## src/design/eeprom_prot_pkg.sv

```systemverilog
// constants, opcodes and state layout of the serial eeprom protection block
// assumes a 100 MHz system clock and a slow serial link sampled by it
package eeprom_prot_pkg;
   localparam logic [7:0] LATCH_SET_CMD    = 8'h06;
   localparam logic [7:0] LATCH_CLEAR_CMD  = 8'h04;
   localparam logic [7:0] STATUS_READ_CMD  = 8'h05;
   localparam logic [7:0] STATUS_WRITE_CMD = 8'h01;
   localparam int HW_EN_BIT    = 7;
   localparam int GUARD_HI_BIT = 3;
   localparam int GUARD_LO_BIT = 2;
   localparam int LATCH_BIT    = 1;
   localparam int BUSY_BIT     = 0;
   localparam logic [4:0] OPCODE_BITS = 5'h08;
   localparam logic [4:0] STATUS_WRITE_BITS = 5'h10;
   localparam logic [12:0] QUARTER_BASE = 13'h1800;
   localparam logic [12:0] HALF_BASE    = 13'h1000;
   localparam logic [12:0] ALL_BASE     = 13'h0000;
   localparam logic [2:0] NV_RESET      = 3'h0;
   localparam int CLK_PERIOD_NS = 10;
   localparam int WRITE_TIME_NS = 5000000;
   localparam int WRITE_CYCLES  = (WRITE_TIME_NS + CLK_PERIOD_NS - 1) / CLK_PERIOD_NS;
   typedef struct packed {
      logic cs_n;
      logic sck;
      logic si;
   } spi_pins_t;
   typedef struct packed {
      logic [1:0]  cs_sync;
      logic [1:0]  sck_sync;
      logic [1:0]  si_sync;
      logic [1:0]  wp_sync;
      logic        cs_d;
      logic        sck_d;
      logic        armed;
      logic [4:0]  bit_cnt;
      logic [7:0]  shreg;
      logic [7:0]  opcode;
      logic [7:0]  data;
      logic        rd_mode;
      logic [2:0]  out_cnt;
      logic [7:0]  out_sh;
      logic        so;
      logic        so_oe;
      logic        latch;
      logic        hw_en;
      logic        g_hi;
      logic        g_lo;
      logic        busy_t;
      logic [19:0] timer;
      logic        arr_busy;
      logic        grant;
   } prot_state_t;
endpackage

```

## src/design/eeprom_status_write_protect.sv

```systemverilog
// status register and write protection of a serial eeprom
// assumes pins arrive asynchronously; array engine signals share clk
// Function
// - status read is answered at any time, also during a write cycle
// - status word: bit7 hw enable, 3 guard hi, 2 guard lo, 1 latch, 0 busy
// - busy flag is one during an internal write, zero otherwise, read-only
// - latch flag mirrors write latch; one allows writes, zero forbids all
// - latch set and clear commands act even under hardware protection
// - guard bits change only by status write and are nonvolatile
// - guard 00 none, 01 1800h-1FFFh, 10 1000h-1FFFh, 11 whole array
// - status write selects one of four array protection levels
// - hw protect enable is a nonvolatile bit enabling the protect pin
// - hardware protection active only with pin low and enable set
// - hardware protection blocks only status nonvolatile bit writes
// - latch clear protects all; latch set leaves guarded blocks protected
// - write latch is cleared at power-up
// - latch clears when a byte, page or status write completes
// - write cycle starts only when select rises after the exact bit count
// - array accesses during a write cycle are ignored, write completes
// - at power-on standby, select taken high, serial output released
// - after power-on a falling select is needed before activity
// - opcodes 06h set, 04h clear, 05h status read, 01h status write
// - all bytes travel most significant bit first
// - input sampled on rising clock, output changed after falling clock
// - latch set only on select rise right after eight opcode bits
`timescale 1ns/1ps
`default_nettype none
module eeprom_status_write_protect #(
   parameter int WRITE_CYCLES = eeprom_prot_pkg::WRITE_CYCLES
) (
   input  wire logic                       clk,
   input  wire logic                       srst,
   input  wire eeprom_prot_pkg::spi_pins_t pins,
   input  wire logic                       protect_pin_n,
   input  wire logic                       array_write_req,
   input  wire logic [12:0]                array_write_addr,
   input  wire logic                       array_busy,
   input  wire logic                       array_write_done,
   output logic                            so,
   output logic                            so_oe,
   output logic                            array_write_grant,
   output logic                            write_busy_flag,
   output logic                            write_latch_flag
);
   eeprom_prot_pkg::prot_state_t st;
   eeprom_prot_pkg::prot_state_t next_st;

   logic       cs_s;
   logic       sck_s;
   logic       si_s;
   logic       active;
   logic       sck_rise;
   logic       sck_fall;
   logic       cs_rise;
   logic       hw_prot;
   logic       busy;
   logic       guarded;
   logic       commit;
   logic [7:0] status_word;
   logic [7:0] in_byte;

   assign cs_s  = st.cs_sync[1];
   assign sck_s = st.sck_sync[1];
   assign si_s  = st.si_sync[1];
   // idle until a real high select has been seen since reset
   assign active   = st.armed & ~cs_s;
   assign sck_rise = active & sck_s & ~st.sck_d;
   assign sck_fall = active & ~sck_s & st.sck_d;
   assign cs_rise  = st.armed & cs_s & ~st.cs_d;
   assign hw_prot  = st.hw_en & ~st.wp_sync[1];
   assign busy     = st.busy_t | st.arr_busy;
   assign in_byte  = {st.shreg[6:0], si_s};

   always_comb begin
      status_word                               = 8'h00;
      status_word[eeprom_prot_pkg::HW_EN_BIT]    = st.hw_en;
      status_word[eeprom_prot_pkg::GUARD_HI_BIT] = st.g_hi;
      status_word[eeprom_prot_pkg::GUARD_LO_BIT] = st.g_lo;
      status_word[eeprom_prot_pkg::LATCH_BIT]    = st.latch;
      status_word[eeprom_prot_pkg::BUSY_BIT]     = busy;
   end

   always_comb begin
      case ({st.g_hi, st.g_lo})
         2'b01:   guarded = array_write_addr >= eeprom_prot_pkg::QUARTER_BASE;
         2'b10:   guarded = array_write_addr >= eeprom_prot_pkg::HALF_BASE;
         2'b11:   guarded = array_write_addr >= eeprom_prot_pkg::ALL_BASE;
         default: guarded = 1'b0;
      endcase
   end

   // exact 16 bits, latch set, no hardware lock, no write running
   assign commit = cs_rise & (st.bit_cnt == eeprom_prot_pkg::STATUS_WRITE_BITS)
                 & (st.opcode == eeprom_prot_pkg::STATUS_WRITE_CMD)
                 & st.latch & ~hw_prot & ~busy;

   always_comb begin
      next_st          = st;
      next_st.cs_sync  = {st.cs_sync[0], pins.cs_n};
      next_st.sck_sync = {st.sck_sync[0], pins.sck};
      next_st.si_sync  = {st.si_sync[0], pins.si};
      next_st.wp_sync  = {st.wp_sync[0], protect_pin_n};
      next_st.cs_d     = cs_s;
      next_st.sck_d    = sck_s;
      next_st.arr_busy = array_busy;
      if (cs_s) begin
         next_st.armed = 1'b1;
      end
      if (!active) begin
         next_st.bit_cnt = 5'h00;
         next_st.rd_mode = 1'b0;
         next_st.so_oe   = 1'b0;
         next_st.so      = 1'b0;
         next_st.out_cnt = 3'h0;
      end
      if (sck_rise) begin
         next_st.shreg = in_byte;
         if (st.bit_cnt != 5'h1F) begin
            next_st.bit_cnt = st.bit_cnt + 5'h01;
         end
         if (st.bit_cnt == eeprom_prot_pkg::OPCODE_BITS - 5'h01) begin
            next_st.opcode = in_byte;
            if (in_byte == eeprom_prot_pkg::STATUS_READ_CMD) begin
               next_st.rd_mode = 1'b1;
               next_st.out_sh  = status_word;
            end
         end
         if (st.bit_cnt == eeprom_prot_pkg::STATUS_WRITE_BITS - 5'h01) begin
            next_st.data = in_byte;
         end
      end
      if (sck_fall && st.rd_mode) begin
         next_st.so      = st.out_sh[7];
         next_st.so_oe   = 1'b1;
         next_st.out_cnt = st.out_cnt + 3'h1;
         if (st.out_cnt == 3'h7) begin
            next_st.out_sh = status_word;
         end else begin
            next_st.out_sh = {st.out_sh[6:0], 1'b0};
         end
      end
      if (cs_rise && st.bit_cnt == eeprom_prot_pkg::OPCODE_BITS) begin
         if (st.opcode == eeprom_prot_pkg::LATCH_SET_CMD) begin
            next_st.latch = 1'b1;
         end
         if (st.opcode == eeprom_prot_pkg::LATCH_CLEAR_CMD) begin
            next_st.latch = 1'b0;
         end
      end
      if (commit) begin
         next_st.hw_en  = st.data[eeprom_prot_pkg::HW_EN_BIT];
         next_st.g_hi   = st.data[eeprom_prot_pkg::GUARD_HI_BIT];
         next_st.g_lo   = st.data[eeprom_prot_pkg::GUARD_LO_BIT];
         next_st.busy_t = 1'b1;
         next_st.timer  = 20'(WRITE_CYCLES);
      end
      if (st.busy_t) begin
         next_st.timer = st.timer - 20'h00001;
         if (st.timer == 20'h00001) begin
            next_st.busy_t = 1'b0;
            next_st.latch  = 1'b0;
         end
      end
      if (array_write_done) begin
         next_st.latch = 1'b0;
      end
      // busy array ignores the request, the running write goes on
      next_st.grant = array_write_req & st.latch & ~guarded & ~busy;
   end

   always_ff @(posedge clk) begin
      if (srst) begin
         st         <= '0;
         st.latch   <= 1'b0;
         st.hw_en   <= eeprom_prot_pkg::NV_RESET[2];
         st.g_hi    <= eeprom_prot_pkg::NV_RESET[1];
         st.g_lo    <= eeprom_prot_pkg::NV_RESET[0];
      end else begin
         st <= next_st;
      end
   end

   assign so                = st.so;
   assign so_oe             = st.so_oe;
   assign array_write_grant = st.grant;
   assign write_busy_flag   = st.busy_t;
   assign write_latch_flag  = st.latch;
endmodule // eeprom_status_write_protect
`default_nettype wire

```

## config.mk

```make
export PLATFORM = sky130hd
export DESIGN_NAME = eeprom_status_write_protect
export DESIGN_NICKNAME = d
export VERILOG_FILES = /design/src/design/eeprom_prot_pkg.sv /design/src/design/eeprom_status_write_protect.sv
export SDC_FILE = /design/constraint.sdc
export NUM_CORES = 1
export LEC_CHECK = 0
export BUFFER_PORTS_ARGS = -buffer_cell sky130_fd_sc_hd__buf_2
export CAP_MARGIN = 20
export CORE_MARGIN = 8
export CORE_UTILIZATION = 65
export CTS_BUF_LIST = sky130_fd_sc_hd__clkbuf_2
export DETAILED_ROUTE_END_ITERATION = 6
export PLACE_DENSITY = 0.86
export SLEW_MARGIN = 5
export SYNTH_ARGS = -nofsm -noshare
export SYNTH_HDL_FRONTEND = slang
export SYNTH_SLANG_ARGS = --single-unit
```

## constraint.sdc

```tcl
create_clock -name clk -period 4.5 [get_ports clk]
set_clock_uncertainty 0.2 [all_clocks]
set_input_delay 0.9 -clock clk [delete_from_list [all_inputs] [get_ports clk]]
set_output_delay 0.9 -clock clk [all_outputs]
set_load 0.05 [all_outputs]
```

**After elaboration in Yosys (flattened, before gate mapping)**

Index checks and enable logic that the tools add are counted.

- Register bits: 81
- Latch bits: 0
- RAM bits: 0
- Bits in read-only memories: 0
- Input port bits: 22
- Word-level logic and storage cells: 103
- Memories: 0

- Add/sub/neg operators: 3
- Multiply operators: 0
- Div/mod/pow operators: 0
- Magnitude comparators: 3
- Equality and inequality tests: 15
- Shift-type cells: 0
- Multiplexer cells: 23
- Bitwise logic cells: 25
- Reductions and logical operators: 10

Operators by type and width:

| operator | number |
|---|---|
| $mux 8 | 6 |
| $mux 21 | 2 |
| $mux 30 | 1 |
| $ge 13x13->1 const B | 2 |
| $eq 8x3->1 const B | 3 |
| $eq 20x1->1 const B | 1 |
| $sub 20x1->20 const B | 1 |
| $and 1x1->1 | 16 |
| $ge 13x1->1 const B | 1 |
| $mux 13 | 1 |
| $eq 5x4->1 const B | 2 |
| $mux 5 | 2 |
| $eq 8x1->1 const B | 1 |
| $mux 1 | 8 |
| $not 1->1 | 8 |
| $reduce_bool 2->1 | 4 |
| $add 5x1->5 const B | 1 |
| $eq 5x3->1 const B | 1 |
| $eq 5x5->1 const B | 1 |
| $ne 5x5->1 const B | 1 |
| $eq 2x2->1 const B | 2 |
| $mux 4 | 1 |
| $reduce_and 2->1 | 2 |
| $add 3x1->3 const B | 1 |
| 9 further kinds | 10 |

**Logic depth before layout (Yosys ltp)**

Gate-level depths: netlist of the first run.

- Depth in word-level cells: 10
- Depth in mapped cells: 8
- Mapped depth without buffers: 7

**Worst setup path before layout of the first run**

Ideal clock, no wire load.

- Kind: reg-to-reg
- Start point: register st (netlist bit write_busy_flag)
- End point: register st[13] (netlist name)
- Setup time: 0.070 ns
- Data arrival time: 2.009 ns
- Data required time: 4.230 ns
- Slack: 2.221 ns
- Cell stages (with the launch flop): 6
- Cells stage by stage: dfxtp_1 -> or3b_2 -> nor3b_2 -> nand2_1 -> or2_2 -> a21oi_1

- Longest elaborated chain between the ends: 4
- Elaborated cells on any way between the ends: 5

Ends and longest elaborated chain:

| what | RTL line | text |
|---|---|---|
| from (decl) | eeprom_status_write_protect.sv:45 | `eeprom_prot_pkg::prot_state_t st;` |
| from (signal assigned) | eeprom_status_write_protect.sv:179 | `st <= next_st;` |
| $or 1x1->1 | eeprom_status_write_protect.sv:71 | `assign busy = st.busy_t \| st.arr_busy;` |
| $not 1->1 | eeprom_status_write_protect.sv:95 | `& st.latch & ~hw_prot & ~busy;` |
| $and 1x1->1 | eeprom_status_write_protect.sv:95 |  |
| $reduce_bool 2->1 (no line) | n/a |  |

Parallel ways exist; a longest one is shown, timed or not.
A chain may end at the register's enable or synchronous reset.

**Worst setup path after layout of the first run**

- Start point: register st[70] (netlist name)
- End point: register st[36] (netlist name)

- Longest elaborated chain between the ends: 6
- Elaborated cells on any way between the ends: 11

Ends and longest elaborated chain:

| what | RTL line | text |
|---|---|---|
| $and 1x1->1 * | eeprom_status_write_protect.sv:66 | `assign active = st.armed & ~cs_s;` |
| $and 1x1->1 (2 in a row) | eeprom_status_write_protect.sv:68 | `assign sck_fall = active & ~sck_s & st.sck_d;` |
| $logic_and 1x1->1 | eeprom_status_write_protect.sv:132 | `if (sck_fall && st.rd_mode) begin` |
| $reduce_bool 2->1 (no line) | n/a |  |
| $reduce_and 3->1 (no line) | n/a |  |

Mark *: on every way between the ends. The rest lies on a longest branch, timed or not.

==> reports/qor.yml, run 1 <==
global_routing:
  antenna_found_initial: 0
  grt_usage_pct: 17.9
  grt_pass1_wl_mm: 10.6
  grt_max_degree: 55
  grt_pass1_vias: 2358
  gr-total-overflow: 0
critical_path:
  startpoint_type: "flip-flop"
  rrSetupSlack_ps: 1890
  path_cells: "nor2b_1 > nand4b_1 > nor2_1 > nand2_1 > a311oi_1"
  slowest_stage: "nor2_1"
  cp.required_ps: 4710
  end_kind: "flip-flop"
  arrival_ps: 2820
  slowest_delay_ps: 570
  cp_max_fo: 13
  critPathKind: "flip-flop to flip-flop"
floorplanning:
  ioPinCount: 27
  fp.dieW_um: 85.2
  coreArea_mm2: 0.00466
  dieArea_mm2: 0.00725
  initial_core_util_pct: 66.7
  die_h_um: 85.2
  fp-row-count: 25
detailed_routing:
  drtIter0Drc: 140
  routed_wl_mm: 6.03
  drc_errors: 0
  num_vias: 2515
  drt.antenna.violating_nets: 0
  via_per_inst: 5.89
  dr.pass1.iters: 4
  routedWlPerCell_um: 14.1
synthesis:
  yosysTopAreaCell: "dfxtp_1"
  synth_seq_cells: 75
  avgSynthCellArea_um2: 8.78
  synth_seq_area_share_pct: 48.3
  synth_area_mm2: 0.00311
  synth_ff_type: "dfxtp_1"
  synth-async-reset-ratio_pct: 0
  synth.most_common_cell: "dfxtp_1"
  ys_top_cells_by_area: "dfxtp_1 (48%), a21oi_1 (7.6%), nand2_1 (5.4%), nor2_1 (3.4%), ha_1 (3.2%)"
  synth_cell_type_count: 43
  ys_warn_count: 0
  synth_edf_count: 0
  syn-instance-count: 354
  synth_top_area_share_pct: 48.3
  synthTopCellsByCount: "dfxtp_1 (75), a21oi_1 (47), nand2_1 (45), nor2_1 (28), nand3_1 (18)"
  syn-num-nets: 384
run:
  maxCapViolCount: 0
placed_design:
  gp_congestion: 0.830
  place_ws_ps: 1950
  port_buffers: 15
  place_hpwl_mm: 4.16
cts:
  cts.sinks: 75
  cts.htree.levels: 3
  cts-buffers-inserted: 9
  clk_latency_ps: 510
  cts_tree: "done"
  post_cts_buffers: 0
  ctsResizeCount: 0
  clock_tree.root_cell: "clkbuf_2"
  hold_buffers: 0
  clockBufferDepth: 2
  path_clk_slew_ps: 170
power_and_ir_drop:
  ir_drop_v: 0.000180
  p_leak_uw: 0.00119
  powerDensity_mw_per_mm2: 298
  p_total_uw: 985
timing:
  period_needed_ps: 2610
  fin_tns_setup_ps: 0
  hold_viol_final: 0
  fmax_mhz: 383
  setup_viol: 0
  rsz0062_at_grt: "false"
  timing.final.ws_setup_ps: 1890
  relSlewSlack_pct: 36.3
  maxSlewViolCount: 0
  fin_crit_sh_pct: 58.0
  tightestPinTransition_ps: 956
cells_and_area:
  layout-drive-gt1-share_pct: 11.3
  nets: 398
  final_util_pct: 70.9
  nFillCells: 364
  n_antenna_cell: 0
  area_delta_synth_final_pct: 6.28
worst_hold_path:
  hold_path.class: "flip-flop to flip-flop"
outcome:
  status: "complete, no violations"
[worst paths after layout]
check                   start           to  cells after the start
hold reg to reg   next_st[78]  next_st[71]                      1
setup / recovery       st[70]       st[36]                      5
setup reg to reg       st[70]       st[36]                      5
hold / removal    next_st[78]  next_st[71]                      1
[kinds of logic after synthesis]
group                      share of synthesized area [%]
and+or+nand+nor                                     28.6
xor gates and xnor gates                            3.38
muxes                                               1.29
buffers and inverters                               2.82
DFF                                                 48.3
AOI/OAI and AO/OA                                   12.4
adders and majority gates                           3.22
[area by class of cell]
type	count	area [µm²]	share of cell area, %
Clock buffer	12	60.1	1.82
Tap cell	54	67.6	2.04
Multi-Input combinational cell	256	1530	46.2
Sequential cell	75	1500	45.4
Inverter	7	26.3	0.795
Timing Repair Buffer	19	105	3.18
Clock inverter	4	17.5	0.530
[per-layer routing]
metal	track usage [%]	routed length, µm
met5	0	0
met2	28.8	2900
met1	21.2	2690
met3	7.34	356
met4	5.83	83
[placed cells by master (no fill, tap or decap), drive strengths merged, types with 4 or more instances in the layout]
master,synthesis,final
a21oi,47,47
buf,1,19
clkbuf,15,12
clkinv,0,4
dfxtp,75,75
ha,8,8
inv,7,7
mux2i,4,4
nand2,45,45
nand2b,5,5
nand3,18,18
nand3b,5,5
nand4,7,7
nand4b,5,5
nor2,28,28
nor2b,12,12
nor3,8,8
nor4,6,6
o21ai,5,5
or3,5,5
or4,5,5
xnor2,6,6
xor2,6,6
[stage by stage]
step           cells  hold slack [ps]  area, µm²
2_1_floorplan    354              214       3110
3_3_place_gp     411              216       3230
3_5_place_dp     411              226       3230
4_1_cts          427              259       3300
5_1_grt          427              275       3300
6_report         427              258       3300
[worst max-delay path, delay by kind of cell (launching register included)]
family | cells | cell delay (ps)
AO/OA/AOI/OAI | 1 | 260
flip-flops | 1 | 420
AND/OR/NAND/NOR | 4 | 1650
[power by group]
part           total (µW)  internal, µW  switching [µW]
logic                24.7          8.85            15.8
clock network         288          74.6             213
registers             673           670            2.95
[sequential cells by signal, summed over array words and instances (netlist names)]
| signal | flops |
|---|---|
| in_byte | 8 |
| write_busy_flag | 1 |
| array_write_grant | 1 |
| st | 56 |
| write_latch_flag | 1 |
| so_oe | 1 |
| next_st | 5 |
| so | 1 |
| cs_s | 1 |
No activity file was read; power rests on OpenSTA's default activity.
==> run 2: changes to the inputs <==
--- a/config.mk
+++ b/config.mk
@@ -8,10 +8,10 @@
 export BUFFER_PORTS_ARGS = -buffer_cell sky130_fd_sc_hd__buf_2
 export CAP_MARGIN = 20
 export CORE_MARGIN = 8
-export CORE_UTILIZATION = 65
+export CORE_UTILIZATION = 55
 export CTS_BUF_LIST = sky130_fd_sc_hd__clkbuf_2
 export DETAILED_ROUTE_END_ITERATION = 6
-export PLACE_DENSITY = 0.86
+export PLACE_DENSITY = 0.77
 export SLEW_MARGIN = 5
 export SYNTH_ARGS = -nofsm -noshare
 export SYNTH_HDL_FRONTEND = slang
==> constraint.sdc (replaced) <==
create_clock -name clk -period 2.24 [get_ports clk]
set_clock_uncertainty 0.2 [all_clocks]
set_input_delay 0.448 -clock clk [delete_from_list [all_inputs] [get_ports clk]]
set_output_delay 0.448 -clock clk [all_outputs]
set_load 0.05 [all_outputs]
==> run 2 against run 1 <==
Effect of this change:
- cell count is 8.7% higher
- hold slack worse by 210 ps
- register-to-register slack worse by 1800 ps
- critical endpoint is now st[21]
==> reports/qor.yml, run 2 (same netlist as run 1, synthesis figures left out) <==
cells_and_area:
  area_delta_synth_final_pct: 13.2
  regMostFlops: "st"
  final_util_pct: 64.3
  layout-drive-gt1-share_pct: 15.8
  final_common_cell: "dfxtp_1"
  mostFrequentLayoutCells: "dfxtp_1 (71), a21oi_1 (47), nand2_1 (45)"
  largest_reg_flops: 56
  nets: 418
  n_antenna_cell: 0
  nFillCells: 489
  fin_cells: 464
outcome:
  status: "complete, no violations"
placed_design:
  place_inst: 442
  gp_congestion: 0.747
  port_buffers: 15
  place_hpwl_mm: 4.22
cts:
  cts.htree.levels: 3
  cts-buffers-inserted: 9
  cts_tree: "done"
  path_clk_slew_ps: 200
  clockBufferDepth: 2
  clock_tree.root_cell: "clkbuf_2"
  post_cts_buffers: 0
  clk_latency_ps: 480
  cts.sinks: 75
timing:
  period_needed_ps: 2110
  fmax_mhz: 473
  fin_tns_setup_ps: 0
  tightestPinTransition_ps: 670
  hold_viol_final: 0
  maxSlewViolCount: 0
  setup_viol: 0
  relSlewSlack_pct: 55.3
  fin_crit_sh_pct: 94.4
detailed_routing:
  drt.antenna.violating_nets: 0
  drtIter0Drc: 148
  routedWlPerCell_um: 13.2
  routed_wl_mm: 6.13
  drc_errors: 0
  num_vias: 2579
  dr.pass1.iters: 4
  via_per_inst: 5.56
run:
  maxCapViolCount: 0
power_and_ir_drop:
  powerDensity_mw_per_mm2: 564
  ir_drop_v: 0.000349
  p_leak_uw: 0.00129
floorplanning:
  initial_core_util_pct: 56.8
  fp.dieW_um: 91.2
  die_h_um: 91.2
  ioPinCount: 27
  coreArea_mm2: 0.00547
  dieArea_mm2: 0.00831
  fp-row-count: 27
critical_path:
  cp_max_fo: 3
  startpoint_type: "flip-flop"
  arrival_ps: 2330
  critPathKind: "flip-flop to flip-flop"
  cp.required_ps: 2460
  end_kind: "flip-flop"
worst_hold_path:
  hold_path.class: "input port to flip-flop"
global_routing:
  grt_pass1_wl_mm: 10.9
  gr-total-overflow: 0
  antenna_found_initial: 0
  grt_max_degree: 38
  grt_pass1_vias: 2503
  grt_usage_pct: 15.5
## run 2: cell types whose count changed in the layout (fill, tap and decap cells not counted), moves of 4 or more
cell           before  now
dfxtp_1            75   71
buf_4               4   17
dlygate4sd3_1       0    7
dfxtp_2             0    4
## run 2: worst paths after layout
path                         from           endpoint  slack (ps)  depth (start not counted)
min          array_write_addr[11]  array_write_grant          50                          3
max reg2reg                 st[9]             st[21]         130                          5
min reg2reg           next_st[76]         in_byte[0]         260                          1
max                         st[9]             st[21]         130                          5
## run 2: final cells by class
class	instances	area (µm²)	area share [%]
Multi-Input combinational cell	256	1550	44.1
Clock buffer	11	55.1	1.56
Sequential cell	75	1510	42.8
Inverter	7	26.3	0.746
Tap cell	72	90.1	2.56
Clock inverter	4	18.8	0.533
Timing Repair Buffer	39	273	7.75
## run 2: through the flow
| stage | worst slack, ps | cell area (µm²) | hold slack [ps] | total power [µW] |
|---|---|---|---|---|
| after CTS | 57.3 | 3480 | 3.51 | 2000 |
| after global placement | 146 | 3350 | 221 | 1430 |
| final | 126 | 3520 | 48.4 | 1980 |
| after detailed placement | 118 | 3350 | 223 | 1430 |
| after global routing | -19.5 | 3520 | 12.0 | 2090 |
| after floorplan | 133 | 3110 | 214 | 1410 |
## run 2: power breakdown
part           leakage, µW  switching, µW  internal (µW)
registers         0.000608           6.52           1350
clock network    0.0000590            426            141
logic             0.000620           34.5           30.2
## run 2: repair_timing
action                     4_1_cts  5_1_grt
setup endpoints to repair        0       10
hold buffers                     6        1
resized for setup                0        8
hold endpoints to repair         6        1
## run 2: per-layer routing
metal | up-vias | track usage [%] | routed length (µm)
met2 | 48 | 25.2 | 2880
met3 | 13 | 4.12 | 265
met1 | 1193 | 18.9 | 2880
li1 | 1325 | - | -
met4 | 0 | 7.09 | 102
met5 | - | 0 | 0
## run 2: worst max-delay path, stage by stage, from the launching register on
cell and delay, ps:
dfxtp_1 370, or4_4 560, nor3_4 150, nand4_2 110, or4_1 490, a31oi_1 160
